[config.mk]
export PLATFORM = sky130hd
export DESIGN_NAME = mpvu_top
export DESIGN_NICKNAME = d
export VERILOG_FILES = /design/src/hw/mpvu_pkg.sv /design/src/hw/mpvu_fence_if.sv /design/src/hw/mpvu_fence_cmp.sv /design/src/hw/mpvu_top.sv
export SDC_FILE = /design/constraint.sdc
export NUM_CORES = 1
export LEC_CHECK = 0
export ABC_AREA = 1
export BUFFER_PORTS_ARGS = -buffer_cell sky130_fd_sc_hd__buf_2
export CELL_PAD_IN_SITES_DETAIL_PLACEMENT = 1
export CELL_PAD_IN_SITES_GLOBAL_PLACEMENT = 1
export CORE_UTILIZATION = 25
export CTS_CLUSTER_DIAMETER = 60
export CTS_CLUSTER_SIZE = 20
export DETAILED_ROUTE_END_ITERATION = 10
export PLACE_DENSITY = 0.67
export SYNTH_ARGS = -nofsm -noshare
export SYNTH_HDL_FRONTEND = slang
export SYNTH_SLANG_ARGS = --single-unit
[constraint.sdc]
create_clock -name ref_clk -period 3.45 [get_ports ref_clk]
set_input_delay 0.345 -clock ref_clk [delete_from_list [all_inputs] [get_ports ref_clk]]
set_output_delay 0.345 -clock ref_clk [all_outputs]
set_load 0.01 [all_outputs]
[src/hw/mpvu_pkg.sv]
// constants shared by the protection unit and its fence comparator
package mpvu_pkg;

	// ----------------------------------------
	// instruction field layout
	// ----------------------------------------
	localparam int        SEL_LSB      = 0;
	localparam int        SEL_W        = 6;
	localparam logic [5:0] SEL_CODE_ONE = 6'h01;

	// ----------------------------------------
	// lower bound of protected memory
	// ----------------------------------------
	// addresses 0 and 1 differ only in bit 0; bits from here up decide
	localparam int        LOW_PAIR_MSB = 1;

	// ----------------------------------------
	// values after reset
	// ----------------------------------------
	localparam logic      RST_FENCE_BIT  = 1'b0;
	localparam logic      RST_PARITY_EN  = 1'b1;
	localparam logic      RST_PARITY_ERR = 1'b0;
	localparam logic      RST_CONTROL    = 1'b0;
	localparam logic      RST_FLAG_BUF   = 1'b0;
	localparam logic      RST_FLAG_N     = 1'b1;
	localparam logic      RST_IRQ        = 1'b0;
	localparam logic      RST_ABORT      = 1'b0;
	localparam logic      RST_MAPPER     = 1'b0;
	localparam logic      RST_VIOL_N     = 1'b1;

endpackage

[src/hw/mpvu_fence_if.sv]
// fence comparator carrier between control logic and comparator
`timescale 1ns/1ns
interface mpvu_fence_if #(
	parameter int W = 16
);
	logic         load;
	logic [W-1:0] sbus;
	logic [W-1:0] mbus;
	logic         jump;
	logic         below;
	logic         bound_ok;

	modport ctrl (
		output load,
		output sbus,
		output mbus,
		output jump,
		input  below,
		input  bound_ok
	);

	modport cmp (
		input  load,
		input  sbus,
		input  mbus,
		input  jump,
		output below,
		output bound_ok
	);
endinterface

[src/hw/mpvu_fence_cmp.sv]
// fence register, fence comparator and lower bound test
`timescale 1ns/1ns
module mpvu_fence_cmp #(
	parameter int W = 16
) (
	input  wire logic ref_clk,
	input  wire logic nrst,
	mpvu_fence_if.cmp fb
);

	logic [W-1:0] fence;

	// ----------------------------------------
	// fence register
	// ----------------------------------------
	always_ff @(posedge ref_clk) begin
		if (!nrst) begin
			fence <= {W{mpvu_pkg::RST_FENCE_BIT}};
		end else if (fb.load) begin
			fence <= fb.sbus;
		end
	end

	// ----------------------------------------
	// comparison
	// ----------------------------------------
	assign fb.below    = fence > fb.mbus;
	assign fb.bound_ok = fb.jump | (|fb.mbus[W-1:mpvu_pkg::LOW_PAIR_MSB]);

endmodule

[src/hw/mpvu_top.sv]
// memory protect and i/o violation unit: detection, flag and abort logic
`timescale 1ns/1ns
//
// Contract
// output to fence at select code 5 loads S-Bus into the fence.
// below_fence_flag high whenever fence exceeds the M-Bus address.
// lower bound passes on jump or address not 0/1; violation needs both.
// jump flag captured from S-Bus at every ir_store_strobe.
// check strobe precedes store; violation drives mem_violation_n low at P5.
// store_above_lower_bound and protect_state_out go to the mapper.
// mapper violation sets mapper_violation_ff and the flag buffer.
// mapper flag cleared by preset or set control, tested by skips.
// halt at ir_store_strobe sets halt flag at P5, cleared next strobe.
// low six S-Bus bits equal to 01 set select-one flag at P5.
// illegal instruction at io_group_start drives io_violation_n low at P5.
// halt always illegal; jumper out allows select code one only.
// unit sits at select code 5; priority chain lives in the CPU.
// flag_out_n is low while the flag is set.
// qualified parity error sets parity error and flag buffer, any enable.
// flag sets at next T2, irq at T5, then toggles until acknowledged.
// clear flag before flag falls cancels request unless control is set.
// CPU rereads a zero interrupt register to catch late violations.
// control set and any_violation high set violation_abort at next P5.
// CPU and memory block program counter, S-register and stores on abort.
// abort with interrupt enable and priority raises special request.
// interrupt acknowledge releases violation_abort.
// memory or i/o violation sets flag buffer only with control, enable and priority.
// qualifying parity error clears parity_enable_ff.
// preset clears flag buffer, flag, irq and control flip-flops.
// acknowledge clears control flip-flop at P5, turning protection off.
// memory, i/o and mapper violations merge into any_violation.
module mpvu_top #(
	parameter int          W          = 16,
	parameter logic [15:0] JMP_MASK   = 16'h7800,
	parameter logic [15:0] JMP_MATCH  = 16'h2800,
	parameter logic [15:0] HALT_MASK  = 16'hffc0,
	parameter logic [15:0] HALT_MATCH = 16'h1000
) (
	input  wire logic         ref_clk,
	input  wire logic         nrst,
	input  wire logic [W-1:0] s_bus,
	input  wire logic [W-1:0] m_bus,
	input  wire logic         phase_two_strobe,
	input  wire logic         phase_five_strobe,
	input  wire logic         load_fence_instr,
	input  wire logic         ir_store_strobe,
	input  wire logic         protect_check_strobe,
	input  wire logic         io_group_start,
	input  wire logic         io_legality_jumper,
	input  wire logic         ext_mapper_violation,
	input  wire logic         power_on_preset,
	input  wire logic         set_control_instr,
	input  wire logic         set_flag_instr,
	input  wire logic         clear_flag_instr,
	input  wire logic         skip_if_flag_set_instr,
	input  wire logic         skip_if_flag_clear_instr,
	input  wire logic         parity_error_pulse,
	input  wire logic         halt_parity_qualifier,
	input  wire logic         intsys_enable,
	input  wire logic         priority_in,
	input  wire logic         int_acknowledge,
	output logic              below_fence_flag,
	output logic              store_above_lower_bound,
	output logic              protect_state_out,
	output logic              mem_violation_n,
	output logic              io_violation_n,
	output logic              any_violation,
	output logic              mapper_violation_ff,
	output logic              skip_out,
	output logic              parity_enable_ff,
	output logic              parity_error_ff,
	output logic              flag_buffer_ff,
	output logic              flag_out_n,
	output logic              irq_ff_a,
	output logic              violation_abort,
	output logic              special_int_req
);

	// ----------------------------------------
	// elaboration checks
	// ----------------------------------------
	if (W != 16) begin : g_bad_width
		$error("mpvu_top: instruction decode needs a 16-bit bus");
	end

	// ----------------------------------------
	// local state
	// ----------------------------------------
	mpvu_fence_if #(.W(W)) fb ();

	logic protect_control_ff;
	logic jump_ff;
	logic halt_seen;
	logic halt_ff;
	logic sel_one_seen;
	logic sel_one_ff;
	logic mem_pend;
	logic io_pend;
	logic abort_pend;
	logic ack_pend;
	logic halt_decode;
	logic jump_decode;
	logic sel_one_decode;
	logic io_illegal;
	logic parity_hit;
	logic viol_req;
	logic flag_cancel;
	logic mem_fire;
	logic io_fire;

	// ----------------------------------------
	// fence comparator
	// ----------------------------------------
	assign fb.load = load_fence_instr;
	assign fb.sbus = s_bus;
	assign fb.mbus = m_bus;
	assign fb.jump = jump_ff;

	mpvu_fence_cmp #(
		.W (W)
	) u_cmp (
		.ref_clk (ref_clk),
		.nrst    (nrst),
		.fb      (fb.cmp)
	);

	// ----------------------------------------
	// instruction decode
	// ----------------------------------------
	assign jump_decode    = (s_bus & JMP_MASK) == JMP_MATCH;
	assign halt_decode    = (s_bus & HALT_MASK) == HALT_MATCH;
	assign sel_one_decode = s_bus[mpvu_pkg::SEL_LSB +: mpvu_pkg::SEL_W] == mpvu_pkg::SEL_CODE_ONE;

	// halt is never legal; without the jumper only select code one is
	assign io_illegal = halt_ff | (!io_legality_jumper & !sel_one_ff);

	assign mem_fire = mem_pend & phase_five_strobe;
	assign io_fire  = io_pend & phase_five_strobe;

	assign parity_hit = parity_error_pulse & parity_enable_ff
		& priority_in & halt_parity_qualifier;

	assign viol_req = any_violation & protect_control_ff
		& intsys_enable & priority_in;

	// clear flag only cancels while the flag has not yet fallen
	assign flag_cancel = clear_flag_instr & flag_out_n & !protect_control_ff;

	// ----------------------------------------
	// jump flag
	// ----------------------------------------
	always_ff @(posedge ref_clk) begin
		if (!nrst) begin
			jump_ff <= 1'b0;
		end else if (ir_store_strobe) begin
			jump_ff <= jump_decode;
		end
	end

	// ----------------------------------------
	// halt instruction flag
	// ----------------------------------------
	always_ff @(posedge ref_clk) begin
		if (!nrst || power_on_preset) begin
			halt_seen <= 1'b0;
			halt_ff   <= 1'b0;
		end else if (ir_store_strobe) begin
			halt_seen <= halt_decode;
			halt_ff   <= 1'b0;
		end else if (phase_five_strobe && halt_seen) begin
			halt_seen <= 1'b0;
			halt_ff   <= 1'b1;
		end
	end

	// ----------------------------------------
	// select code one flag
	// ----------------------------------------
	always_ff @(posedge ref_clk) begin
		if (!nrst || power_on_preset) begin
			sel_one_seen <= 1'b0;
			sel_one_ff   <= 1'b0;
		end else if (ir_store_strobe) begin
			sel_one_seen <= sel_one_decode;
			sel_one_ff   <= 1'b0;
		end else if (phase_five_strobe && sel_one_seen) begin
			sel_one_seen <= 1'b0;
			sel_one_ff   <= 1'b1;
		end
	end

	// ----------------------------------------
	// memory violation
	// ----------------------------------------
	always_ff @(posedge ref_clk) begin
		if (!nrst) begin
			mem_pend <= 1'b0;
		end else if (protect_check_strobe && fb.below && fb.bound_ok) begin
			mem_pend <= 1'b1;
		end else if (phase_five_strobe) begin
			mem_pend <= 1'b0;
		end
	end

	always_ff @(posedge ref_clk) begin
		if (!nrst) begin
			mem_violation_n <= mpvu_pkg::RST_VIOL_N;
		end else begin
			mem_violation_n <= !mem_fire;
		end
	end

	// ----------------------------------------
	// i/o violation
	// ----------------------------------------
	always_ff @(posedge ref_clk) begin
		if (!nrst) begin
			io_pend <= 1'b0;
		end else if (io_group_start && io_illegal) begin
			io_pend <= 1'b1;
		end else if (phase_five_strobe) begin
			io_pend <= 1'b0;
		end
	end

	always_ff @(posedge ref_clk) begin
		if (!nrst) begin
			io_violation_n <= mpvu_pkg::RST_VIOL_N;
		end else begin
			io_violation_n <= !io_fire;
		end
	end

	// ----------------------------------------
	// merged violation
	// ----------------------------------------
	always_ff @(posedge ref_clk) begin
		if (!nrst) begin
			any_violation <= 1'b0;
		end else begin
			any_violation <= mem_fire | io_fire | ext_mapper_violation;
		end
	end

	// ----------------------------------------
	// mapper outputs
	// ----------------------------------------
	always_ff @(posedge ref_clk) begin
		if (!nrst) begin
			below_fence_flag        <= 1'b0;
			store_above_lower_bound <= 1'b0;
			protect_state_out       <= mpvu_pkg::RST_CONTROL;
		end else begin
			below_fence_flag        <= fb.below;
			store_above_lower_bound <= protect_check_strobe & fb.bound_ok;
			protect_state_out       <= protect_control_ff;
		end
	end

	// ----------------------------------------
	// mapper violation flag and skip tests
	// ----------------------------------------
	always_ff @(posedge ref_clk) begin
		if (!nrst) begin
			mapper_violation_ff <= mpvu_pkg::RST_MAPPER;
		end else if (ext_mapper_violation) begin
			mapper_violation_ff <= 1'b1;
		end else if (power_on_preset || set_control_instr) begin
			mapper_violation_ff <= 1'b0;
		end
	end

	always_ff @(posedge ref_clk) begin
		if (!nrst) begin
			skip_out <= 1'b0;
		end else begin
			skip_out <= (skip_if_flag_set_instr & mapper_violation_ff)
				| (skip_if_flag_clear_instr & !mapper_violation_ff);
		end
	end

	// ----------------------------------------
	// parity enable and parity error
	// ----------------------------------------
	always_ff @(posedge ref_clk) begin
		if (!nrst || power_on_preset) begin
			parity_enable_ff <= mpvu_pkg::RST_PARITY_EN;
		end else if (set_flag_instr) begin
			parity_enable_ff <= 1'b1;
		end else if (parity_hit || clear_flag_instr) begin
			parity_enable_ff <= 1'b0;
		end
	end

	always_ff @(posedge ref_clk) begin
		if (!nrst) begin
			parity_error_ff <= mpvu_pkg::RST_PARITY_ERR;
		end else if (parity_hit) begin
			parity_error_ff <= 1'b1;
		end else if (power_on_preset || set_control_instr) begin
			parity_error_ff <= 1'b0;
		end
	end

	// ----------------------------------------
	// flag buffer
	// ----------------------------------------
	always_ff @(posedge ref_clk) begin
		if (!nrst || power_on_preset) begin
			flag_buffer_ff <= mpvu_pkg::RST_FLAG_BUF;
		end else if (parity_hit || ext_mapper_violation || viol_req) begin
			flag_buffer_ff <= 1'b1;
		end else if ((int_acknowledge && irq_ff_a) || flag_cancel) begin
			flag_buffer_ff <= 1'b0;
		end
	end

	// ----------------------------------------
	// flag and interrupt request
	// ----------------------------------------
	always_ff @(posedge ref_clk) begin
		if (!nrst || power_on_preset) begin
			flag_out_n <= mpvu_pkg::RST_FLAG_N;
		end else if (flag_cancel) begin
			flag_out_n <= 1'b1;
		end else if (phase_two_strobe) begin
			flag_out_n <= !flag_buffer_ff;
		end
	end

	always_ff @(posedge ref_clk) begin
		if (!nrst || power_on_preset) begin
			irq_ff_a <= mpvu_pkg::RST_IRQ;
		end else if (phase_two_strobe) begin
			irq_ff_a <= 1'b0;
		end else if (phase_five_strobe && !flag_out_n && flag_buffer_ff) begin
			irq_ff_a <= 1'b1;
		end
	end

	// ----------------------------------------
	// protection control
	// ----------------------------------------
	always_ff @(posedge ref_clk) begin
		if (!nrst || power_on_preset) begin
			ack_pend <= 1'b0;
		end else if (int_acknowledge) begin
			ack_pend <= 1'b1;
		end else if (phase_five_strobe) begin
			ack_pend <= 1'b0;
		end
	end

	always_ff @(posedge ref_clk) begin
		if (!nrst || power_on_preset) begin
			protect_control_ff <= mpvu_pkg::RST_CONTROL;
		end else if (phase_five_strobe && (ack_pend || int_acknowledge)) begin
			protect_control_ff <= 1'b0;
		end else if (set_control_instr) begin
			protect_control_ff <= 1'b1;
		end
	end

	// ----------------------------------------
	// violation abort
	// ----------------------------------------
	always_ff @(posedge ref_clk) begin
		if (!nrst || power_on_preset) begin
			abort_pend <= 1'b0;
		end else if (protect_control_ff && any_violation) begin
			abort_pend <= 1'b1;
		end else if (phase_five_strobe) begin
			abort_pend <= 1'b0;
		end
	end

	// abort blocks the pc, s-register and stores in the cpu and memory
	always_ff @(posedge ref_clk) begin
		if (!nrst || power_on_preset) begin
			violation_abort <= mpvu_pkg::RST_ABORT;
		end else if (phase_five_strobe && abort_pend) begin
			violation_abort <= 1'b1;
		end else if (int_acknowledge) begin
			violation_abort <= 1'b0;
		end
	end

	always_ff @(posedge ref_clk) begin
		if (!nrst) begin
			special_int_req <= 1'b0;
		end else begin
			special_int_req <= violation_abort & intsys_enable & priority_in;
		end
	end

endmodule

==> key figures, run 1 <==
Global route
  • Pin count of the biggest net entering global routing: 27
  • First-pass GRT wire length: 8.65 mm
  • Congestion Overflow GR: 0
  • Number of global-route vias before repair: 1859
  • GRT Util Overall: 0.133
  • Initial antenna violation count: 0

Timing
  • Final setup margin: 2.09 ns
  • Worst Skew: 0.00661 ns
  • RSZ-0062 raised after global routing: false
  • Final setup viols: 0
  • Final Hold Fails: 0
  • Fmax: 736 MHz
  • Fin crit share: 0.394
  • Slew headroom: 0.730
  • Period minus WS final: 1.36 ns
  • Pins Over Slew Limit: 0
  • Setup_tns: 0 ns
  • Least-Margin Pin Slew: 0.405 ns

Yosys
  • Prevailing post-synth register cell: dfxtp_1
  • Flip-flop and latch count after synthesis: 41
  • Mapped Nets: 320
  • Sequential share of the synthesized area: 0.425
  • Cell taking the most area after synthesis: dfxtp_1
  • Adder-cell share of the synthesized area: 0.104
  • Top post-synthesis cells by area: dfxtp_1 (43%), ha_1 (10%), inv_1 (8.0%), nor2_1 (6.6%), a21oi_1 (6.5%)
  • Largest family of logic cells by synthesized area: simple AND/OR/NAND/NOR gates
  • Post-synthesis cell area: 1930 um2
  • Syn avg cell area: 7.69 um2
  • Mux contribution to synthesized area: 0
  • Share of the synthesized area in the top cell type: 0.425
  • Synth Area in XOR/XNOR: 0
  • Compound-Gate Fraction of Synth Area: 0.170
  • Share of flip-flops with an asynchronous set or reset: 0
  • Cells after Synth: 251
  • Synth warn: 0
  • Netlist cell types: 24
  • Post-synth EDFFs: 0
  • Simple-gate area share of the yosys netlist: 0.209
  • Synth cell count leaders: dfxtp_1 (41), inv_1 (41), nor2_1 (34)

Clock network
  • CTS Buf Count: 5
  • Clk root buf: clkbuf_8
  • TritonCTS clock tree: done
  • Clock Tree Buf Depth: 2
  • Clock-pin slew on the worst setup and hold paths: 0.08 ns
  • CTS Hold Bufs: 0
  • CTS Sinks: 41
  • H-tree depth: 2
  • Post-cts repair resize count: 0
  • Clock Latency Late Sink: 0.29 ns
  • Setup Buffers After CTS: 0

Power and ir drop
  • Comb power frac: 0.141
  • Sequential Power Share: 0.484
  • PD cells: 422 nW/um2
  • Internal power: 792 uW
  • Leakage: 0.00129 uW
  • Psw: 258 uW
  • Clock power share: 0.376
  • Max IR drop VDD: 170 uV
  • Net Sw Frac: 0.245

Worst setup path
  • CP Capture Type: flop
  • WP data required: 3.63 ns
  • Reg2reg start: u_cmp.fence[11]
  • Worst Setup SP: u_cmp.fence[11]
  • Crit-path max FO: 3
  • Setup Crit Path Kind: flop to flop
  • Worst path arrival time: 1.54 ns
  • Type of origin of the critical path: flop

Place
  • Port Buffers: 67
  • Place WS: 1.90 ns
  • RePlAce Congestion: 0.759
  • Dpl hpwl: 4.32 mm

Finish
  • Layout cells sized above 1: 0.252
  • Area Overhead vs Synth: 29.0%
  • Area of the multi-input gates: 931 um2
  • Antenna diodes: 0
  • Storage element area: 821 um2
  • Biggest register: u_cmp.fence
  • Filler cell count: 947
  • Final-stage net count: 390
  • Max FFs per register: 16

Routing
  • Initial drt markers: 47
  • DR vias: 1831
  • Drt total wl: 5.26 mm
  • 1st-pass router iterations: 4
  • Residual DRC: 0
  • Routed Antenna Nets: 0
  • Vias per inst: 4.35
  • Drt wl/cell: 12.5 um

Floorplan
  • DIE AREA: 8070 um2
  • Core Rows: 31
  • Starting Density: 0.262
  • Top-Level Pins: 68
  • Core box area: 7370 um2
  • Die Span X: 89.9 um
  • DIE HEIGHT: 89.9 um

Min path
  • Worst hold start: set_flag_instr
  • Hold Crit Class: primary input to flop

Outcome
  • Status: finished clean

Flow run
  • Max-cap violations: 0
-- per-layer routing --
layer	global-route usage	vias to the layer above	routed length, um
met1	0.179	825	2610
met3	0.0245	3	206
li1	-	966	-
met2	0.221	37	2420
met5	0	-	0
met4	0.0282	0	21
-- worst paths after layout --
kind,to,depth (start not counted),slack [ns]
max,below_fence_flag,6,2.09
min,parity_enable_ff,2,0.25
max reg2reg,below_fence_flag,6,2.09
min reg2reg,mem_violation_n,1,0.45
-- critical path, cell delays in order (launching register included) --
cell,delay (ns)
dfxtp_1,0.33
ha_1,0.32
nand4_1,0.11
nor3_1,0.20
nand3_1,0.13
nand2_1,0.11
nor2_1,0.05
-- cell usage in the layout (no fill, tap or decap), types with 2 or more instances in the layout --
master	count
nand2_1	30
dfxtp_1	41
clkbuf_8	6
o211ai_1	2
nand3_1	12
ha_1	16
buf_2	67
nor3_1	4
o21ai_0	21
inv_1	41
a21oi_1	25
nor2_1	34
nand4_1	8
o41ai_2	2
inv_2	2
-- metrics by stage --
stage                     instances  hold slack (ns)  cell area [um2]   util  power (uW)
after floorplan                 251            0.389             1930      -         598
after global placement          413            0.425             2370  0.322         664
after detailed placement        413            0.426             2370  0.322         669
after CTS                       421            0.246             2490  0.338        1060
after global routing            421            0.254             2490  0.338        1110
final                           421            0.249             2490  0.338        1050
-- area by class of cell --
cell class                 instances  area share
clock inverter                     1      0.0121
inverter                          43      0.0649
tap                               99      0.0498
sequential                        41       0.330
multi-input combinational        163       0.374
clock buffer                       7      0.0347
timing repair buffer              67       0.135
-- power by group through the flow --
| stage | sequential, uW | clock, uW | combinational (uW) |
|---|---|---|---|
| final | 508 | 395 | 148 |
| after detailed placement | 519 | 0 | 149 |
| after floorplan | 518 | 0 | 80.4 |
| after CTS | 509 | 405 | 150 |
| after global placement | 519 | 0 | 145 |
| after global routing | 511 | 427 | 171 |
-- cell families (layout without fill, tap and decap cells) --
kind of cell	after synthesis	in the layout
simple gates	91	91
compound gates	56	56
buf+inv	47	118
flops	41	41
fa+ha+maj	16	16
(Power assumes the default switching activity.)
==> inputs of run 2 (changes only) <==
--- a/config.mk
+++ b/config.mk
@@ -5,7 +5,7 @@
 export SDC_FILE = /design/constraint.sdc
 export NUM_CORES = 1
 export LEC_CHECK = 0
-export ABC_AREA = 1
+export ABC_AREA = 0
 export BUFFER_PORTS_ARGS = -buffer_cell sky130_fd_sc_hd__buf_2
 export CELL_PAD_IN_SITES_DETAIL_PLACEMENT = 1
 export CELL_PAD_IN_SITES_GLOBAL_PLACEMENT = 1
@@ -13,7 +13,7 @@
 export CTS_CLUSTER_DIAMETER = 60
 export CTS_CLUSTER_SIZE = 20
 export DETAILED_ROUTE_END_ITERATION = 10
-export PLACE_DENSITY = 0.67
+export PLACE_DENSITY = 0.65
 export SYNTH_ARGS = -nofsm -noshare
 export SYNTH_HDL_FRONTEND = slang
 export SYNTH_SLANG_ARGS = --single-unit
==> constraint.sdc (replaced) <==
create_clock -name ref_clk -period 1.3 [get_ports ref_clk]
set_input_delay 0.13 -clock ref_clk [delete_from_list [all_inputs] [get_ports ref_clk]]
set_output_delay 0.13 -clock ref_clk [all_outputs]
set_load 0.01 [all_outputs]
==> run 2 against run 1 <==
The run now ends with negative setup slack left. Design area is 8.1% higher. Clock power increased to 2.6 times the previous value. Sequential cell count unchanged. Total power grew to 2.7 times the previous value. Hold slack worse by 0.22 ns. Utilization grew 2.8 points. Critical endpoint is now mem_pend. Largest cell class unchanged. Highest routed layer unchanged.
==> key figures, run 2 <==
Clock network
  • Clock Tree Buf Depth: 2 (unchanged)
  • CTS Sinks: 41 (unchanged)
  • Clock-pin slew on the worst setup and hold paths: 0.08 ns (about the same)
  • Setup Buffers After CTS: 0 (unchanged)
  • CTS Hold Bufs: 0 (unchanged)
  • H-tree depth: 2 (unchanged)
  • Clk root buf: clkbuf_8 (unchanged)
  • Clock Latency Late Sink: 0.29 ns (about the same)
  • TritonCTS clock tree: done (unchanged)
  • CTS Buf Count: 5 (unchanged)

Timing
  • Fin crit share: 1.28 (was 0.394)
  • Final setup viols: 2 (was 0)
  • Slew headroom: 0.695 (was 0.730)
  • Final setup margin: -0.368 ns (was 2.09 ns)
  • Final Hold Fails: 0 (unchanged)
  • RSZ-0062 raised after global routing: true (was false)
  • Least-Margin Pin Slew: 0.452 ns (was 0.405 ns)
  • Period minus WS final: 1.67 ns (was 1.36 ns)
  • Pins Over Slew Limit: 0 (unchanged)
  • Worst Skew: 0.00367 ns (was 0.00661 ns)
  • Fmax: 600 MHz (was 736 MHz)

Worst setup path
  • Crit-path cells: ha_4 -> a21oi_2 -> nor2_1 -> or4_4 -> a211oi_4 -> o22ai_1 (was ha_1 -> nand4_1 -> nor3_1 -> nand3_1 -> nand2_1 -> nor2_1)
  • Worst path arrival time: 1.85 ns (was 1.54 ns)
  • Worst Path Buf+Inv: 0 (unchanged)
  • Setup Crit Path Kind: flop to flop (unchanged)
  • Crit-path max FO: 2 (was 3)
  • Slowest cell on the critical path: or4_4 (was dfxtp_1)
  • CP delay by family, top: simple AND/OR/NAND/NOR gates (unchanged)
  • CP Capture Type: flop (unchanged)
  • CP peak stage delay: 0.55 ns (was 0.33 ns)
  • WP data required: 1.48 ns (was 3.63 ns)
  • Type of origin of the critical path: flop (unchanged)

Power and ir drop
  • Overall Power: 2840 uW (was 1050 uW)
  • Max IR drop VDD: 418 uV (was 170 uV)
  • PD cells: 1060 nW/um2 (was 422 nW/um2)
  • Leakage: 0.00123 uW (was 0.00129 uW)

Finish
  • Antenna diodes: 0 (unchanged)
  • Area Overhead vs Synth: 39.0% (was 29.0%)
  • Final-stage net count: 360 (was 390)
  • Final cell utilization of the core: 0.365 (was 0.338)
  • Biggest register: u_cmp.fence (unchanged)
  • Max FFs per register: 16 (unchanged)
  • Finished Cell Area: 2690 um2 (was 2490 um2)
  • Most frequent cells in the layout: buf_2 (67), dfxtp_1 (35), nor2b_1 (20) (was buf_2 (67), inv_1 (41), dfxtp_1 (41))
  • Layout cells sized above 1: 0.356 (was 0.252)
  • Commonest non-fill, non-tap cell in the layout: buf_2 (unchanged)

Floorplan
  • Starting Density: 0.263 (was 0.262)
  • DIE AREA: 8100 um2 (was 8070 um2)
  • DIE HEIGHT: 90.0 um (was 89.9 um)
  • Die Span X: 90.0 um (was 89.9 um)
  • Core box area: 7370 um2 (unchanged)
  • Top-Level Pins: 68 (unchanged)
  • Core Rows: 31 (unchanged)

Routing
  • Initial drt markers: 27 (was 47)
  • Routed Antenna Nets: 0 (unchanged)
  • DR vias: 1746 (was 1831)
  • Drt total wl: 5.24 mm (was 5.26 mm)
  • Drt wl/cell: 13.4 um (was 12.5 um)
  • 1st-pass router iterations: 6 (was 4)
  • Vias per inst: 4.47 (was 4.35)
  • Residual DRC: 0 (unchanged)

Flow run
  • Max-cap violations: 0 (unchanged)

Yosys
  • Top post-synthesis cells by area: dfxtp_1 (42%), ha_1 (10%), mux2i_1 (9.3%), nor2b_1 (6.5%), inv_1 (3.7%) (was dfxtp_1 (43%), ha_1 (10%), inv_1 (8.0%), nor2_1 (6.6%), a21oi_1 (6.5%))
  • Cells after Synth: 212 (was 251)
  • Mapped Nets: 281 (was 320)
  • Netlist cell types: 35 (was 24)
  • Post-synth EDFFs: 0 (unchanged)
  • Sequential share of the synthesized area: 0.424 (was 0.425)
  • Syn avg cell area: 9.14 um2 (was 7.69 um2)
  • Synth cell count leaders: dfxtp_1 (41), nor2b_1 (20), inv_1 (19) (was dfxtp_1 (41), inv_1 (41), nor2_1 (34))
  • Cell taking the most area after synthesis: dfxtp_1 (unchanged)
  • Post-synthesis cell area: 1940 um2 (was 1930 um2)
  • Flip-flop and latch count after synthesis: 41 (unchanged)
  • Synth warn: 0 (unchanged)
  • Prevailing post-synth register cell: dfxtp_1 (unchanged)
  • Top-count cell post-synth: dfxtp_1
  • Share of the synthesized area in the top cell type: 0.424 (was 0.425)
  • Share of flip-flops with an asynchronous set or reset: 0 (unchanged)

Global route
  • Number of global-route vias before repair: 1854 (was 1859)
  • GRT Util Overall: 0.136 (was 0.133)
  • Initial antenna violation count: 0 (unchanged)
  • Pin count of the biggest net entering global routing: 17 (was 27)
  • First-pass GRT wire length: 8.85 mm (was 8.65 mm)
  • Congestion Overflow GR: 0 (unchanged)

Outcome
  • Status: finished, violations left (was finished clean)
  • Failing checks: negative setup slack

Min path
  • Hold Crit Class: primary input to flop (unchanged)

Place
  • Placed Area: 2540 um2 (was 2370 um2)
  • RePlAce Congestion: 0.772 (was 0.759)
  • Dpl hpwl: 4.33 mm (was 4.32 mm)
  • Place WS: -0.373 ns (was 1.90 ns)
  • Port Buffers: 67 (unchanged)
==> run 2: per-stage QoR <==
step                      TNS (ns)  std cells  hold slack, ns
after floorplan             -0.540        212           0.209
after global placement      -0.697        383           0.329
after detailed placement    -0.723        383           0.337
after CTS                   -0.724        391          0.0160
after global routing        -0.817        391          0.0244
final                       -0.713        391          0.0290
==> run 2: cell families (layout without fill, tap and decap cells) <==
logic type / Yosys count / count (layout) / synth area share
multiplexers: 18 / 18 / 0.0930
adder cells (fa/ha/maj): 16 / 16 / 0.103
buffers and inverters: 26 / 106 / 0.0517
AO/OA/AOI/OAI: 29 / 29 / 0.0937
flip-flops: 41 / 41 / 0.424
AND/OR/NAND/NOR: 82 / 82 / 0.234
==> run 2: area by class of cell <==
cell class                      instances  area [um2]
Fill cell                             916        4680
Multi-Input combinational cell        145        1110
Sequential cell                        41         828
Timing Repair Buffer                   79         438
Tap cell                               99         124
Inverter                               19        71.3
Clock buffer                            5        68.8
Clock inverter                          3        46.3
==> run 2: power by group <==
part / internal [uW] / switching (uW)
Sequential: 1310 / 35.2
Combinational: 233 / 221
Clock: 575 / 469
Total: 2120 / 725
==> run 2: repair_timing <==
item / in CTS / in global routing
endpoints found under the setup margin: 2 / 2
hold endpoints to repair: 0 / 0
gates cloned: 0 / 0
pin swaps: 1 / 1
resized for setup: 3 / 2
==> run 2: per-layer routing <==
metal	track usage	vias up	routed length [um]
met5	0	-	0
met4	0.0403	0	64
met2	0.237	31	2590
li1	-	894	-
met1	0.168	815	2410
met3	0.0279	6	174
==> run 2: path summary, 6_finish.rpt <==
kind	startpoint	to	slack, ns	cells past startpoint
setup / recovery	u_cmp.fence[11]	mem_pend	-0.37	6
hold / removal	set_flag_instr	parity_enable_ff	0.03	2
setup reg to reg	u_cmp.fence[11]	mem_pend	-0.37	6
hold reg to reg	io_pend	io_violation_n	0.45	1
==> inputs of run 3 (changes only) <==
--- a/config.mk
+++ b/config.mk
@@ -14,6 +14,7 @@
 export CTS_CLUSTER_SIZE = 20
 export DETAILED_ROUTE_END_ITERATION = 10
 export PLACE_DENSITY = 0.65
+export SKIP_CTS_REPAIR_TIMING = 1
 export SYNTH_ARGS = -nofsm -noshare
 export SYNTH_HDL_FRONTEND = slang
 export SYNTH_SLANG_ARGS = --single-unit
==> run 3 against run 2 <==
The flow still finishes with violations (negative setup slack). Clock skew is the same. Via count stayed put. Design area stayed put. Die area unchanged. Clock power about the same. Cell count stayed put. Total power stayed put. Setup slack unchanged. Sequential cell count did not move. Utilization unchanged. Combinational power about the same. Maximum frequency unchanged. Highest routed layer unchanged.
==> key figures, run 3 (synthesis gave the netlist of run 2 again) <==
Power and ir drop
  • PD cells: 1060 nW/um2 (unchanged)
  • Max IR drop VDD: 418 uV (unchanged)
  • Overall Power: 2840 uW (unchanged)
  • Leakage: 0.00123 uW (unchanged)

Worst setup path
  • Worst Reg-to-Reg Cells: 6 (unchanged)
  • Worst Setup SP: u_cmp.fence[11] (unchanged)
  • Reg2reg end: mem_pend (unchanged)
  • Reg2reg start: u_cmp.fence[11] (unchanged)
  • Type of origin of the critical path: flop (unchanged)
  • Worst path arrival time: 1.85 ns (about the same)
  • Crit-path max FO: 2 (unchanged)
  • Setup Crit Path Kind: flop to flop (unchanged)
  • WP data required: 1.48 ns (about the same)
  • CP Capture Type: flop (unchanged)
  • FF-to-FF setup slack: -0.37 ns (about the same)

Floorplan
  • Core box area: 7370 um2 (unchanged)
  • DIE HEIGHT: 90.0 um (unchanged)
  • Die Span X: 90.0 um (unchanged)
  • Core Rows: 31 (unchanged)
  • Starting Density: 0.263 (unchanged)
  • Top-Level Pins: 68 (unchanged)
  • DIE AREA: 8100 um2 (unchanged)

Clock network
  • H-tree depth: 2 (unchanged)
  • Clock Tree Buf Depth: 2 (unchanged)
  • Clock Latency Late Sink: 0.29 ns (about the same)
  • CTS Buf Count: 5 (unchanged)
  • Clock-pin slew on the worst setup and hold paths: 0.08 ns (about the same)
  • Clk root buf: clkbuf_8 (unchanged)
  • CTS Sinks: 41 (unchanged)
  • TritonCTS clock tree: done (unchanged)

Finish
  • Finished Cell Area: 2690 um2 (unchanged)
  • Layout cells sized above 1: 0.356 (unchanged)
  • Commonest non-fill, non-tap cell in the layout: buf_2 (unchanged)
  • Antenna diodes: 0 (unchanged)
  • Final-stage net count: 360 (unchanged)
  • Most frequent cells in the layout: buf_2 (67), dfxtp_1 (35), nor2b_1 (20) (unchanged)
  • Area Overhead vs Synth: 39.0% (unchanged)
  • Biggest register: u_cmp.fence (unchanged)
  • Filler cell count: 916 (unchanged)
  • Max FFs per register: 16 (unchanged)

Timing
  • RSZ-0062 raised after global routing: true (unchanged)
  • Final Hold Fails: 0 (unchanged)
  • Fin crit share: 1.28 (unchanged)
  • Period minus WS final: 1.67 ns (unchanged)
  • Final setup viols: 2 (unchanged)
  • Fmax: 600 MHz (unchanged)
  • Final setup margin: -0.368 ns (unchanged)
  • Worst Skew: 0.00367 ns (unchanged)
  • Least-Margin Pin Slew: 0.452 ns (unchanged)
  • Pins Over Slew Limit: 0 (unchanged)
  • Slew headroom: 0.695 (unchanged)

Global route
  • Pin count of the biggest net entering global routing: 17 (unchanged)
  • First-pass GRT wire length: 8.78 mm (was 8.85 mm)
  • Number of global-route vias before repair: 1834 (was 1854)
  • Initial antenna violation count: 0 (unchanged)
  • GRT Util Overall: 0.135 (was 0.136)
  • Congestion Overflow GR: 0 (unchanged)

Place
  • RePlAce Congestion: 0.772 (unchanged)
  • Dpl hpwl: 4.33 mm (unchanged)
  • Placed Area: 2540 um2 (unchanged)
  • Port Buffers: 67 (unchanged)

Min path
  • Worst hold start: set_flag_instr (unchanged)
  • Hold Crit Class: primary input to flop (unchanged)
  • Min-Delay Endpoint: parity_enable_ff (unchanged)
  • Hold path depth: 2 (unchanged)

Routing
  • Drt total wl: 5.24 mm (unchanged)
  • 1st-pass router iterations: 6 (unchanged)
  • Routed Antenna Nets: 0 (unchanged)
  • Initial drt markers: 27 (unchanged)
  • Drt wl/cell: 13.4 um (unchanged)
  • Vias per inst: 4.47 (unchanged)
  • Residual DRC: 0 (unchanged)
  • DR vias: 1746 (unchanged)

Outcome
  • Failing checks: negative setup slack (unchanged)
  • Status: finished, violations left (unchanged)

Flow run
  • Max-cap violations: 0 (unchanged)
run 3: cell counts in the layout (fill, tap and decap cells not counted):
Identical to the previous run, type by type.
run 3: area by class of cell:
type / instances / area (um2) / share of cell area
Tap cell: 99 / 124 / 0.0460
Clock buffer: 5 / 68.8 / 0.0256
Clock inverter: 3 / 46.3 / 0.0172
Inverter: 19 / 71.3 / 0.0265
Timing Repair Buffer: 79 / 438 / 0.163
Multi-Input combinational cell: 145 / 1110 / 0.414
Sequential cell: 41 / 828 / 0.308
run 3: layer usage:
metal,GRT usage,part of all wire,vias to the layer above
met4,0.0403,0.012,0
met2,0.235,0.49,31
met3,0.0279,0.033,6
li1,-,-,894
met1,0.166,0.46,815
met5,0,0,-
run 3: how the worst max path moves through the flow:
stage | to | slack, ns | cells past startpoint
2_1_floorplan | mem_pend | -0.28 | 6
3_3_place_gp | mem_pend | -0.36 | 6
3_5_place_dp | mem_pend | -0.37 | 6
4_1_cts | mem_pend | -0.40 | 6
5_1_grt | mem_pend | -0.41 | 6
6_report | mem_pend | -0.37 | 6
run 3: power breakdown:
group / switching (uW) / internal (uW) / leakage (uW)
clock: 469 / 575 / 0.0000543
sequential: 35.2 / 1310 / 0.000338
combinational: 221 / 233 / 0.000833
total: 725 / 2120 / 0.00123
run 3: critical path: stages, from the launching register on:
cell	delay, ns
dfxtp_2	0.34
ha_4	0.24
a21oi_2	0.11
nor2_1	0.05
or4_4	0.55
a211oi_4	0.18
o22ai_1	0.09
run 3: through the flow:
stage / util / hold WS [ns] / worst slack, ns / TNS (ns) / instances
floorplan: - / 0.209 / -0.284 / -0.540 / 212
global placement: 0.345 / 0.329 / -0.357 / -0.697 / 383
detailed placement: 0.345 / 0.337 / -0.373 / -0.723 / 383
CTS: 0.361 / 0.0160 / -0.395 / -0.767 / 391
global route: 0.365 / 0.0244 / -0.413 / -0.817 / 391
finish: 0.365 / 0.0290 / -0.368 / -0.713 / 391
